### config.mk
export PLATFORM = sky130hd
export DESIGN_NAME = accessory_detect_status_irq
export DESIGN_NICKNAME = d
export VERILOG_FILES = /design/src/pkg/accdet_pkg.sv /design/src/logic/accessory_detect_status_irq.sv
export VERILOG_INCLUDE_DIRS = /design/src /design/src/pkg
export SDC_FILE = /design/constraint.sdc
export NUM_CORES = 1
export LEC_CHECK = 0
export BUFFER_PORTS_ARGS = -buffer_cell sky130_fd_sc_hd__buf_2
export CELL_PAD_IN_SITES_DETAIL_PLACEMENT = 1
export CELL_PAD_IN_SITES_GLOBAL_PLACEMENT = 2
export CORE_ASPECT_RATIO = 0.7
export CORE_MARGIN = 2
export CORE_UTILIZATION = 35
export DETAILED_ROUTE_END_ITERATION = 8
export PLACE_DENSITY_LB_ADDON = 0.2
export SLEW_MARGIN = 20
export SYNTH_ARGS = -nofsm -noshare
export SYNTH_HDL_FRONTEND = slang
export SYNTH_SLANG_ARGS = --single-unit
### constraint.sdc
create_clock -name mclk_i -period 3.2 [get_ports mclk_i]
set_clock_uncertainty 0.15 [all_clocks]
set_input_delay 0.32 -clock mclk_i [delete_from_list [all_inputs] [get_ports mclk_i]]
set_output_delay 0.32 -clock mclk_i [all_outputs]
set_load 0.1 [all_outputs]
### src/pkg/accdet_regs.svh
`ifndef ACCDET_REGS_SVH
`define ACCDET_REGS_SVH


// ------------------------------------------------------------
// register offsets
// ------------------------------------------------------------
`define ACC_STATUS_MAIN_ADDR     8'hc0
`define BUTTON_IMP_STATUS_ADDR   8'hc1
`define JACK_EVENT_FLAGS_ADDR    8'hc2
`define BUTTON_EVENT_FLAGS_ADDR  8'hc3
`define JACK_EVENT_MASKS_ADDR    8'hc4
`define BUTTON_EVENT_MASKS_ADDR  8'hc5
`define DETECT_CONFIG_ONE_ADDR   8'hc6
`define DETECT_CONFIG_TWO_ADDR   8'hc7
`define BUTTON_THR_FIRST_ADDR    8'hc8
`define BUTTON_THR_SECOND_ADDR   8'hc9
`define BUTTON_THR_THIRD_ADDR    8'hca
`define BUTTON_THR_MIC_ADDR      8'hcb
`define DETECT_FORCE_SAMP_ADDR   8'hcc
`define HP_TEST_CONTROL_ADDR     8'hcd

// ------------------------------------------------------------
// field positions
// ------------------------------------------------------------
`define STS_PRESENT_BIT     0
`define STS_TYPE_BIT        1
`define STS_ORDER_BIT       2
`define STS_MICBIAS_BIT     3
`define EVT_INSERTED_BIT    0
`define EVT_REMOVED_BIT     1
`define EVT_COMPLETE_BIT    2
`define JACK_EVT_W          3
`define CFG1_ENABLE_BIT     0
`define CFG1_THRESH_LSB     4
`define CFG1_TYPE_DET_BIT   6
`define CFG1_ORDER_DET_BIT  7
`define CFG7_ORDER_FORCE_BIT 4
`define CFG7_TYPE_FORCE_BIT  5
`define CFG8_COMP_BIT       4
`define CFG8_WMASK          8'h07

// ------------------------------------------------------------
// reset values
// ------------------------------------------------------------
`define CONFIG_ONE_RESET    8'hd0
`define REG_ZERO_RESET      8'h00

// ------------------------------------------------------------
// mic detect thresholds in ohms
// ------------------------------------------------------------
`define MIC_THRESH_200      11'd200
`define MIC_THRESH_500      11'd500
`define MIC_THRESH_750      11'd750
`define MIC_THRESH_1000     11'd1000

`endif

### src/pkg/accdet_pkg.sv
package accdet_pkg;

  typedef enum logic [2:0] {
    DET_EMPTY = 3'b000,
    DET_TYPE  = 3'b001,
    DET_ORDER = 3'b010,
    DET_DONE  = 3'b011,
    DET_HOLD  = 3'b100
  } det_state_t;

  typedef logic [7:0] reg_byte_t;

endpackage

### src/logic/accessory_detect_status_irq.sv
`timescale 1ns/1ns
`include "accdet_regs.svh"

module accessory_detect_status_irq
  import accdet_pkg::*;
#(
  parameter int ADC_W = 8
) (
  // clock, reset, enable
  input  wire logic              mclk_i,
  input  wire logic              rst_i,
  input  wire logic              ce_i,
  // register port from the serial control block
  input  wire logic [7:0]        reg_addr_i,
  input  wire logic              reg_wr_i,
  input  wire logic [7:0]        reg_wdata_i,
  input  wire logic              reg_rd_i,
  output logic      [7:0]        reg_rdata_o,
  // jack front end, asynchronous
  input  wire logic              jack_present_i,
  input  wire logic              hptest_comp_i,
  // measurement results, same clock
  input  wire logic              mic_meas_valid_i,
  input  wire logic [10:0]       mic_impedance_i,
  input  wire logic              order_meas_valid_i,
  input  wire logic              order_meas_i,
  input  wire logic              adc_valid_i,
  input  wire logic [ADC_W-1:0]  adc_sample_i,
  input  wire logic [7:0]        button_event_i,
  // controls out to the analog side
  output logic                   micbias_en_o,
  output logic                   type_meas_start_o,
  output logic                   order_meas_start_o,
  output logic [7:0]             config_one_o,
  output logic [7:0]             config_two_o,
  output logic [7:0]             force_sampling_o,
  output logic [7:0]             hptest_ctrl_o,
  output logic [7:0]             thr_first_o,
  output logic [7:0]             thr_second_o,
  output logic [7:0]             thr_third_o,
  output logic [7:0]             thr_mic_o,
  // interrupt
  output logic                   irq_o
);

  // ------------------------------------------------------------
  // parameter check
  // ------------------------------------------------------------
  if (ADC_W != 8) begin : g_bad_width
    $error("ADC_W must be 8 to fit the impedance status byte");
  end

  // ------------------------------------------------------------
  // pin synchronisers
  // ------------------------------------------------------------
  // change accepted only once stages two and three agree
  // bounces shorter than two cycles never reach the detector
  logic [1:0] sync1_reg;
  logic [1:0] sync2_reg;
  logic [1:0] sync3_reg;
  logic [1:0] pin_reg;
  logic [1:0] pin_raw;

  assign pin_raw = {hptest_comp_i, jack_present_i};

  genvar gi;
  for (gi = 0; gi < 2; gi++) begin : g_sync
    always_ff @(posedge mclk_i) begin
      if (rst_i) begin
        sync1_reg[gi] <= 1'b0;
        sync2_reg[gi] <= 1'b0;
        sync3_reg[gi] <= 1'b0;
        pin_reg[gi]   <= 1'b0;
      end else if (ce_i) begin
        sync1_reg[gi] <= pin_raw[gi];
        sync2_reg[gi] <= sync1_reg[gi];
        sync3_reg[gi] <= sync2_reg[gi];
        if (sync2_reg[gi] == sync3_reg[gi]) begin
          pin_reg[gi] <= sync3_reg[gi];
        end
      end
    end
  end

  wire present_now = pin_reg[0];
  wire comp_now    = pin_reg[1];

  // ------------------------------------------------------------
  // registers
  // ------------------------------------------------------------
  reg_byte_t cfg1_reg, cfg2_reg, cfg7_reg, cfg8_reg;
  reg_byte_t thr1_reg, thr2_reg, thr3_reg, thr4_reg;
  reg_byte_t jmask_reg, bmask_reg, bflag_reg, imp_reg;
  logic [`JACK_EVT_W-1:0] jflag_reg;
  logic [`JACK_EVT_W-1:0] jflag_next;
  reg_byte_t              bflag_next;
  logic present_reg, type_reg, order_reg, bias_reg;
  logic present_seen_reg;
  det_state_t state_reg, state_next;

  wire wr_cfg1  = reg_wr_i && (reg_addr_i == `DETECT_CONFIG_ONE_ADDR);
  wire wr_cfg2  = reg_wr_i && (reg_addr_i == `DETECT_CONFIG_TWO_ADDR);
  wire wr_cfg7  = reg_wr_i && (reg_addr_i == `DETECT_FORCE_SAMP_ADDR);
  wire wr_cfg8  = reg_wr_i && (reg_addr_i == `HP_TEST_CONTROL_ADDR);
  wire wr_thr1  = reg_wr_i && (reg_addr_i == `BUTTON_THR_FIRST_ADDR);
  wire wr_thr2  = reg_wr_i && (reg_addr_i == `BUTTON_THR_SECOND_ADDR);
  wire wr_thr3  = reg_wr_i && (reg_addr_i == `BUTTON_THR_THIRD_ADDR);
  wire wr_thr4  = reg_wr_i && (reg_addr_i == `BUTTON_THR_MIC_ADDR);
  wire wr_jmask = reg_wr_i && (reg_addr_i == `JACK_EVENT_MASKS_ADDR);
  wire wr_bmask = reg_wr_i && (reg_addr_i == `BUTTON_EVENT_MASKS_ADDR);
  wire wr_jflag = reg_wr_i && (reg_addr_i == `JACK_EVENT_FLAGS_ADDR);
  wire wr_bflag = reg_wr_i && (reg_addr_i == `BUTTON_EVENT_FLAGS_ADDR);

  always_ff @(posedge mclk_i) begin
    if (rst_i) begin
      cfg1_reg  <= `CONFIG_ONE_RESET;
      cfg2_reg  <= `REG_ZERO_RESET;
      cfg7_reg  <= `REG_ZERO_RESET;
      cfg8_reg  <= `REG_ZERO_RESET;
      thr1_reg  <= `REG_ZERO_RESET;
      thr2_reg  <= `REG_ZERO_RESET;
      thr3_reg  <= `REG_ZERO_RESET;
      thr4_reg  <= `REG_ZERO_RESET;
      jmask_reg <= `REG_ZERO_RESET;
      bmask_reg <= `REG_ZERO_RESET;
    end else if (ce_i) begin
      if (wr_cfg1)  cfg1_reg  <= reg_wdata_i;
      if (wr_cfg2)  cfg2_reg  <= reg_wdata_i;
      if (wr_cfg7)  cfg7_reg  <= reg_wdata_i;
      if (wr_cfg8)  cfg8_reg  <= reg_wdata_i & `CFG8_WMASK;
      if (wr_thr1)  thr1_reg  <= reg_wdata_i;
      if (wr_thr2)  thr2_reg  <= reg_wdata_i;
      if (wr_thr3)  thr3_reg  <= reg_wdata_i;
      if (wr_thr4)  thr4_reg  <= reg_wdata_i;
      // reserved mask bits dropped so they read back 0
      if (wr_jmask) jmask_reg <= {5'h00, reg_wdata_i[`JACK_EVT_W-1:0]};
      if (wr_bmask) bmask_reg <= reg_wdata_i;
    end
  end

  // ------------------------------------------------------------
  // detection sequence
  // ------------------------------------------------------------
  wire det_enable  = cfg1_reg[`CFG1_ENABLE_BIT];
  wire type_det_en = cfg1_reg[`CFG1_TYPE_DET_BIT];
  wire ordr_det_en = cfg1_reg[`CFG1_ORDER_DET_BIT];
  wire [1:0] thr_sel = cfg1_reg[`CFG1_THRESH_LSB +: 2];
  // a plug left in while disabled is seen once enabled
  wire insert_evt  = present_now && !present_seen_reg && det_enable;
  wire remove_evt  = !present_now && present_seen_reg;

  logic [10:0] mic_thresh;
  assign mic_thresh = (thr_sel == 2'b00) ? `MIC_THRESH_200 :
                      (thr_sel == 2'b01) ? `MIC_THRESH_500 :
                      (thr_sel == 2'b10) ? `MIC_THRESH_750 : `MIC_THRESH_1000;

  // equal to threshold counts as 3-pole, keeps a floating mic off bias
  wire type_meas   = (mic_impedance_i > mic_thresh);
  wire type_ready  = !type_det_en || mic_meas_valid_i;
  wire type_value  = type_det_en ? type_meas : cfg7_reg[`CFG7_TYPE_FORCE_BIT];
  wire order_ready = !ordr_det_en || order_meas_valid_i;
  wire order_value = ordr_det_en ? order_meas_i : cfg7_reg[`CFG7_ORDER_FORCE_BIT];

  always_comb begin
    state_next = state_reg;
    case (state_reg)
      DET_EMPTY: begin
        if (insert_evt) state_next = DET_TYPE;
      end
      DET_TYPE: begin
        if (remove_evt) state_next = DET_EMPTY;
        else if (type_ready) state_next = type_value ? DET_ORDER : DET_DONE;
      end
      DET_ORDER: begin
        if (remove_evt) state_next = DET_EMPTY;
        else if (order_ready) state_next = DET_DONE;
      end
      DET_DONE: begin
        state_next = remove_evt ? DET_EMPTY : DET_HOLD;
      end
      DET_HOLD: begin
        if (remove_evt) state_next = DET_EMPTY;
      end
      default: state_next = DET_EMPTY;
    endcase
  end

  always_ff @(posedge mclk_i) begin
    if (rst_i) begin
      state_reg          <= DET_EMPTY;
      present_seen_reg   <= 1'b0;
      present_reg        <= 1'b0;
      type_reg           <= 1'b0;
      order_reg          <= 1'b0;
      bias_reg           <= 1'b0;
      type_meas_start_o  <= 1'b0;
      order_meas_start_o <= 1'b0;
    end else if (ce_i) begin
      state_reg <= state_next;
      if (insert_evt || remove_evt) present_seen_reg <= present_now;
      present_reg <= present_now;
      type_meas_start_o  <= insert_evt && type_det_en;
      // 3-pole plugs skip the order step, order stays 0
      order_meas_start_o <= (state_reg == DET_TYPE) && (state_next == DET_ORDER)
                            && ordr_det_en;
      if (remove_evt || insert_evt) begin
        // stale results cleared; software waits for completion anyway
        type_reg  <= 1'b0;
        order_reg <= 1'b0;
        bias_reg  <= 1'b0;
      end else if ((state_reg == DET_TYPE) && type_ready) begin
        type_reg <= type_value;
        bias_reg <= type_value;
      end else if ((state_reg == DET_ORDER) && order_ready) begin
        order_reg <= order_value;
      end
    end
  end

  // ------------------------------------------------------------
  // events and interrupt
  // ------------------------------------------------------------
  logic [`JACK_EVT_W-1:0] jset;
  assign jset = {(state_reg == DET_DONE), remove_evt, insert_evt};

  // a set in the clearing cycle survives
  assign jflag_next = (jflag_reg & ~(wr_jflag ? reg_wdata_i[`JACK_EVT_W-1:0]
                                              : {`JACK_EVT_W{1'b0}})) | jset;
  assign bflag_next = (bflag_reg & ~(wr_bflag ? reg_wdata_i : 8'h00))
                      | button_event_i;

  // registered below so the pin never glitches as flags and masks move
  wire jack_irq_any = |(jflag_reg & ~jmask_reg[`JACK_EVT_W-1:0]);
  wire btn_irq_any  = |(bflag_reg & ~bmask_reg);
  wire irq_next     = jack_irq_any || btn_irq_any;

  always_ff @(posedge mclk_i) begin
    if (rst_i) begin
      jflag_reg <= {`JACK_EVT_W{1'b0}};
      bflag_reg <= `REG_ZERO_RESET;
      imp_reg   <= `REG_ZERO_RESET;
      irq_o     <= 1'b0;
    end else if (ce_i) begin
      jflag_reg <= jflag_next;
      bflag_reg <= bflag_next;
      // last sample stays until the next one, even after removal
      if (adc_valid_i) imp_reg <= adc_sample_i;
      irq_o <= irq_next;
    end
  end

  // ------------------------------------------------------------
  // read mux
  // ------------------------------------------------------------
  reg_byte_t status_main, rd_value, hptest_view;
  assign status_main = {4'h0, bias_reg, order_reg, type_reg, present_reg};
  // comparator bit is live, so a write can never fake it
  assign hptest_view = cfg8_reg | {3'h0, comp_now, 4'h0};

  always_comb begin
    if (reg_addr_i == `ACC_STATUS_MAIN_ADDR)          rd_value = status_main;
    else if (reg_addr_i == `BUTTON_IMP_STATUS_ADDR)   rd_value = imp_reg;
    else if (reg_addr_i == `JACK_EVENT_FLAGS_ADDR)    rd_value = {5'h00, jflag_reg};
    else if (reg_addr_i == `BUTTON_EVENT_FLAGS_ADDR)  rd_value = bflag_reg;
    else if (reg_addr_i == `JACK_EVENT_MASKS_ADDR)    rd_value = jmask_reg;
    else if (reg_addr_i == `BUTTON_EVENT_MASKS_ADDR)  rd_value = bmask_reg;
    else if (reg_addr_i == `DETECT_CONFIG_ONE_ADDR)   rd_value = cfg1_reg;
    else if (reg_addr_i == `DETECT_CONFIG_TWO_ADDR)   rd_value = cfg2_reg;
    else if (reg_addr_i == `BUTTON_THR_FIRST_ADDR)    rd_value = thr1_reg;
    else if (reg_addr_i == `BUTTON_THR_SECOND_ADDR)   rd_value = thr2_reg;
    else if (reg_addr_i == `BUTTON_THR_THIRD_ADDR)    rd_value = thr3_reg;
    else if (reg_addr_i == `BUTTON_THR_MIC_ADDR)      rd_value = thr4_reg;
    else if (reg_addr_i == `DETECT_FORCE_SAMP_ADDR)   rd_value = cfg7_reg;
    else if (reg_addr_i == `HP_TEST_CONTROL_ADDR)     rd_value = hptest_view;
    else                                              rd_value = 8'h00;
  end

  always_ff @(posedge mclk_i) begin
    if (rst_i) begin
      reg_rdata_o      <= 8'h00;
      micbias_en_o     <= 1'b0;
      config_one_o     <= `CONFIG_ONE_RESET;
      config_two_o     <= `REG_ZERO_RESET;
      force_sampling_o <= `REG_ZERO_RESET;
      hptest_ctrl_o    <= `REG_ZERO_RESET;
      thr_first_o      <= `REG_ZERO_RESET;
      thr_second_o     <= `REG_ZERO_RESET;
      thr_third_o      <= `REG_ZERO_RESET;
      thr_mic_o        <= `REG_ZERO_RESET;
    end else if (ce_i) begin
      if (reg_rd_i) reg_rdata_o <= rd_value;
      micbias_en_o     <= bias_reg;
      config_one_o     <= cfg1_reg;
      config_two_o     <= cfg2_reg;
      force_sampling_o <= cfg7_reg;
      hptest_ctrl_o    <= cfg8_reg;
      thr_first_o      <= thr1_reg;
      thr_second_o     <= thr2_reg;
      thr_third_o      <= thr3_reg;
      thr_mic_o        <= thr4_reg;
    end
  end

endmodule

==> impl_summary.txt <==
----------------------------------------------------
[Synthesis]
  Number of distinct library cells after synthesis ... 72
  Warnings, synthesis ... 0
  XOR/XNOR share of the synthesized area ... 0
  Number of instances in the synthesized netlist ... 897
  Compound-cell area share of the yosys netlist ... 0.1134
  Main combinational cell family by area after synthesis ... simple AND/OR/NAND/NOR gates
  FF+latch count, synth ... 175
  Post-synthesis share of cell area spent on full adders, half adders and majority gates ... 0.01686
  Per-instance average area after synthesis ... 9.100 sq um
  Async set or reset register ratio after synthesis ... 0
  Mux contribution to synthesized area ... 0.1793
  Simple-gate share of the synthesized area ... 0.1942
  Cell area after synthesis ... 8163 sq um
  Flip-flop cell with the highest count after synthesis ... sky130_fd_sc_hd__dfxtp_1
  Count of flip-flops with a built-in enable after synthesis ... 0
  Fraction of the yosys area taken by sequential cells ... 0.4292

[Timing]
  Hold Violations, Final ... 0
  Tightest slew margin relative to the limit ... 0.4914
  Transition time of the tightest slew-check pin ... 761.4 ps
  Final setup violation count ... 0
  Setup repair after global routing missed its margin ... false
  Min Tclk post-route ... 2723 ps
  Fmax ... 367.3 MHz
  Final critical-path share of the clock period ... 0.8508
  Slew Limit Fails ... 0
  Post-Route Setup TNS ... 0 ps

[Finish]
  Antenna diode count ... 0
  Commonest non-fill, non-tap cell in the layout ... sky130_fd_sc_hd__dfxtp_1
  Ratio of cells with drive above 1 in the final layout ... 0.1974
  Commonest cells after routing, fill and taps aside ... 175 x sky130_fd_sc_hd__dfxtp_1, 163 x sky130_fd_sc_hd__nor2_1, 135 x sky130_fd_sc_hd__mux2i_1
  P&R area growth vs syn ... 17.55%
  NumNets Final ... 1065
  Final Instance Count excl. Fillers ... 1325

[GRT]
  Antenna violations before repair ... 0
  Largest net degree at the start of global routing ... 65
  Remaining global-route overflow ... 0
  Number of global-route vias before repair ... 6729
  Global router's overall resource usage ... 0.2234
  First-pass GRT wire length ... 41.78 mm

[CTS]
  CTS Root Cell ... sky130_fd_sc_hd__clkbuf_16
  Total CTS buffers ... 17
  Clock slew at the register clock pins of the worst setup and hold paths ... 80 ps
  Number of gates resized after cts ... 0
  Clock tree from TritonCTS ... yes
  Total clock sinks ... 175
  Post-CTS setup buffer count ... 0
  Number of buffers between clock root and the deepest sink ... 2
  Number of H-tree levels ... 4
  Clock latency of the later-clocked register in the worst-skew pair ... 450 ps

[Hold path]
  Start point of the worst hold path ... adc_sample_i[2]
  Hold WC Path Type ... in -> reg

[Flow run]
  MaxCap Viol Count ... 0

[Routing]
  Starting DRT DRC Count ... 445
  Post-route antenna net violation count ... 0
  Detailed Route WL ... 27.32 mm
  Number of detailed-route iterations in the first pass ... 5
  Vias after detailed routing ... 6854
  Post-detailed-route DRC marker count ... 0
  Avg WL per Cell ... 20.62 um
  Via-to-Cell Ratio ... 5.173

[Die]
  Standard-cell row count ... 46
  Top-level I/O count ... 130
  Height of the die ... 131.8 um
  Std-Cell Core Area ... 22790 sq um
  Initial cell density of the core ... 0.3581
  Total die area ... 24580 sq um
  Horizontal extent of the die ... 186.5 um

[Setup path]
  Category of the critical setup timing path ... reg -> reg
  Type of element capturing the critical path ... register
  Critical Path Slowest Stage Cell ... sky130_fd_sc_hd__a311oi_1
  Critical path data required time ... 3350 ps
  Max Fanout on Critical Path ... 7
  Critical Path Source Type ... register
  Worst flop-to-flop path startpoint ... cfg1_reg[5]$_SDFFE_PP0P_
  Worst stage delay on the critical path ... 480 ps
  Launch point of the worst path ... cfg1_reg[5]$_SDFFE_PP0P_
  Data arrival time at the worst-slack endpoint ... 2870 ps
  Cell-by-cell listing of the critical path ... inv_1, ha_1, or2_2, ha_1, nand4_1, nor2b_1, a311oi_1, and3_1, a2111oi_2
  Most used cell along the critical path ... sky130_fd_sc_hd__ha_1

[Pwr]
  Leak ... 0.004395 uW
  Total design power ... 4728 uW
  Power per cell area ... 492.8 nW/um^2
  Worst vdd rail ir drop ... 0.3563 mV

[Outcome]
  Result of the run ... complete, no violations

[Placement]
  Port Buffer Count ... 124
  Global placer's final weighted congestion ... 0.8199
  Placed wire-length estimate ... 19.49 mm
  Cell total after placement ... 1278

----------------------------------------------------
[critical path, delay by kind of cell (launching register included)]
family	cells	cell delay (ps)
flip-flops	1	450
AND/OR/NAND/NOR	4	800
adder cells (fa/ha/maj)	2	490
AO/OA/AOI/OAI	2	530
buffers and inverters	1	130
[power breakdown]
| part | internal (uW) | switching (uW) | total [uW] |
|---|---|---|---|
| registers | 2200 | 23.8 | 2220 |
| clock network | 1040 | 1030 | 2070 |
| logic | 135 | 304 | 440 |
| total | 3370 | 1360 | 4730 |
[logic make-up after synthesis]
kind of cell | Yosys count
simple gates | 331
flops | 175
mux | 143
compound gates | 137
buf+inv | 99
fa+ha+maj | 11
other cells | 1
[stage by stage]
stage	hold slack [ps]	instance area, sq um	util	setup WS [ps]
floorplan	283.8	8178	-	880.0
CTS	3.445	9595	0.4210	452.3
finish	17.97	9595	0.4210	477.5
global placement	298.2	8877	0.3895	689.6
global route	15.57	9595	0.4210	247.6
detailed placement	300.5	8877	0.3895	479.8
[path summary, 6_finish.rpt]
path                            slack (ps)                        end  cells past startpoint
worst min register to register         320   present_now$_SDFFE_PP0P_                      2
worst max register to register         480  state_reg[0]$_SDFFE_PP0P_                      9
worst min-delay path                    20    imp_reg[2]$_SDFFE_PP0P_                      3
worst max-delay path                   480  state_reg[0]$_SDFFE_PP0P_                      9
[repair_timing]
item | 4_1_cts | 5_1_grt
hold endpoints to repair | 15 | 0
setup endpoints to repair | 0 | 0
hold buffers | 15 | 0
[cells in the mapped netlist, types with 4 or more instances]
| master | n | area, sq um |
|---|---|---|
| sky130_fd_sc_hd__o31ai_1 | 4 | 30.03 |
| sky130_fd_sc_hd__a211o_1 | 8 | 70.07 |
| sky130_fd_sc_hd__nor2_1 | 163 | 611.8 |
| sky130_fd_sc_hd__o2bb2ai_1 | 5 | 43.79 |
| sky130_fd_sc_hd__nor2_2 | 4 | 25.02 |
| sky130_fd_sc_hd__a21o_1 | 4 | 30.03 |
| sky130_fd_sc_hd__clkbuf_1 | 30 | 112.6 |
| sky130_fd_sc_hd__buf_4 | 6 | 45.04 |
| sky130_fd_sc_hd__inv_1 | 24 | 90.09 |
| sky130_fd_sc_hd__nand3_1 | 18 | 90.09 |
| sky130_fd_sc_hd__nor3_1 | 14 | 70.07 |
| sky130_fd_sc_hd__and3_1 | 5 | 31.28 |
| sky130_fd_sc_hd__o21ai_0 | 9 | 45.04 |
| sky130_fd_sc_hd__mux2i_1 | 135 | 1351 |
| sky130_fd_sc_hd__nand4_1 | 5 | 31.28 |
| sky130_fd_sc_hd__a22oi_1 | 15 | 112.6 |
| sky130_fd_sc_hd__nand2_1 | 61 | 229.0 |
| sky130_fd_sc_hd__dfxtp_1 | 175 | 3503 |
| sky130_fd_sc_hd__nor2b_1 | 14 | 87.58 |
| sky130_fd_sc_hd__buf_2 | 23 | 115.1 |
| sky130_fd_sc_hd__buf_6 | 7 | 78.83 |
| sky130_fd_sc_hd__nand3_2 | 4 | 40.04 |
| sky130_fd_sc_hd__clkbuf_8 | 4 | 55.05 |
| sky130_fd_sc_hd__a211oi_1 | 6 | 45.04 |
| sky130_fd_sc_hd__mux2_2 | 6 | 67.56 |
| sky130_fd_sc_hd__o22ai_1 | 12 | 75.07 |
| sky130_fd_sc_hd__nand2b_1 | 17 | 106.4 |
| sky130_fd_sc_hd__a21oi_1 | 46 | 230.2 |
| sky130_fd_sc_hd__ha_1 | 11 | 137.6 |
| sky130_fd_sc_hd__nor4_1 | 4 | 25.02 |
| sky130_fd_sc_hd__a31oi_1 | 5 | 31.28 |
[routing by layer]
metal	share of wire	routed length, um	track usage	vias to the layer above
met5	0	0	0	-
met4	0.0090	247	0.04894	0
met3	0.053	1453	0.04392	19
met2	0.40	11070	0.3124	175
met1	0.53	14560	0.3485	3336
li1	-	-	-	3324
[final cells by class]
type                    count  area, sq um
fillers                  2703        13200
multi-input cells         627         4131
flip-flops and latches    175         3503
repair buffers            154        900.9
clock buffers              17        425.4
well taps                 312        390.4
clock inverters            15        142.6
inverters                  25        101.3
(Power assumes the default switching activity.)
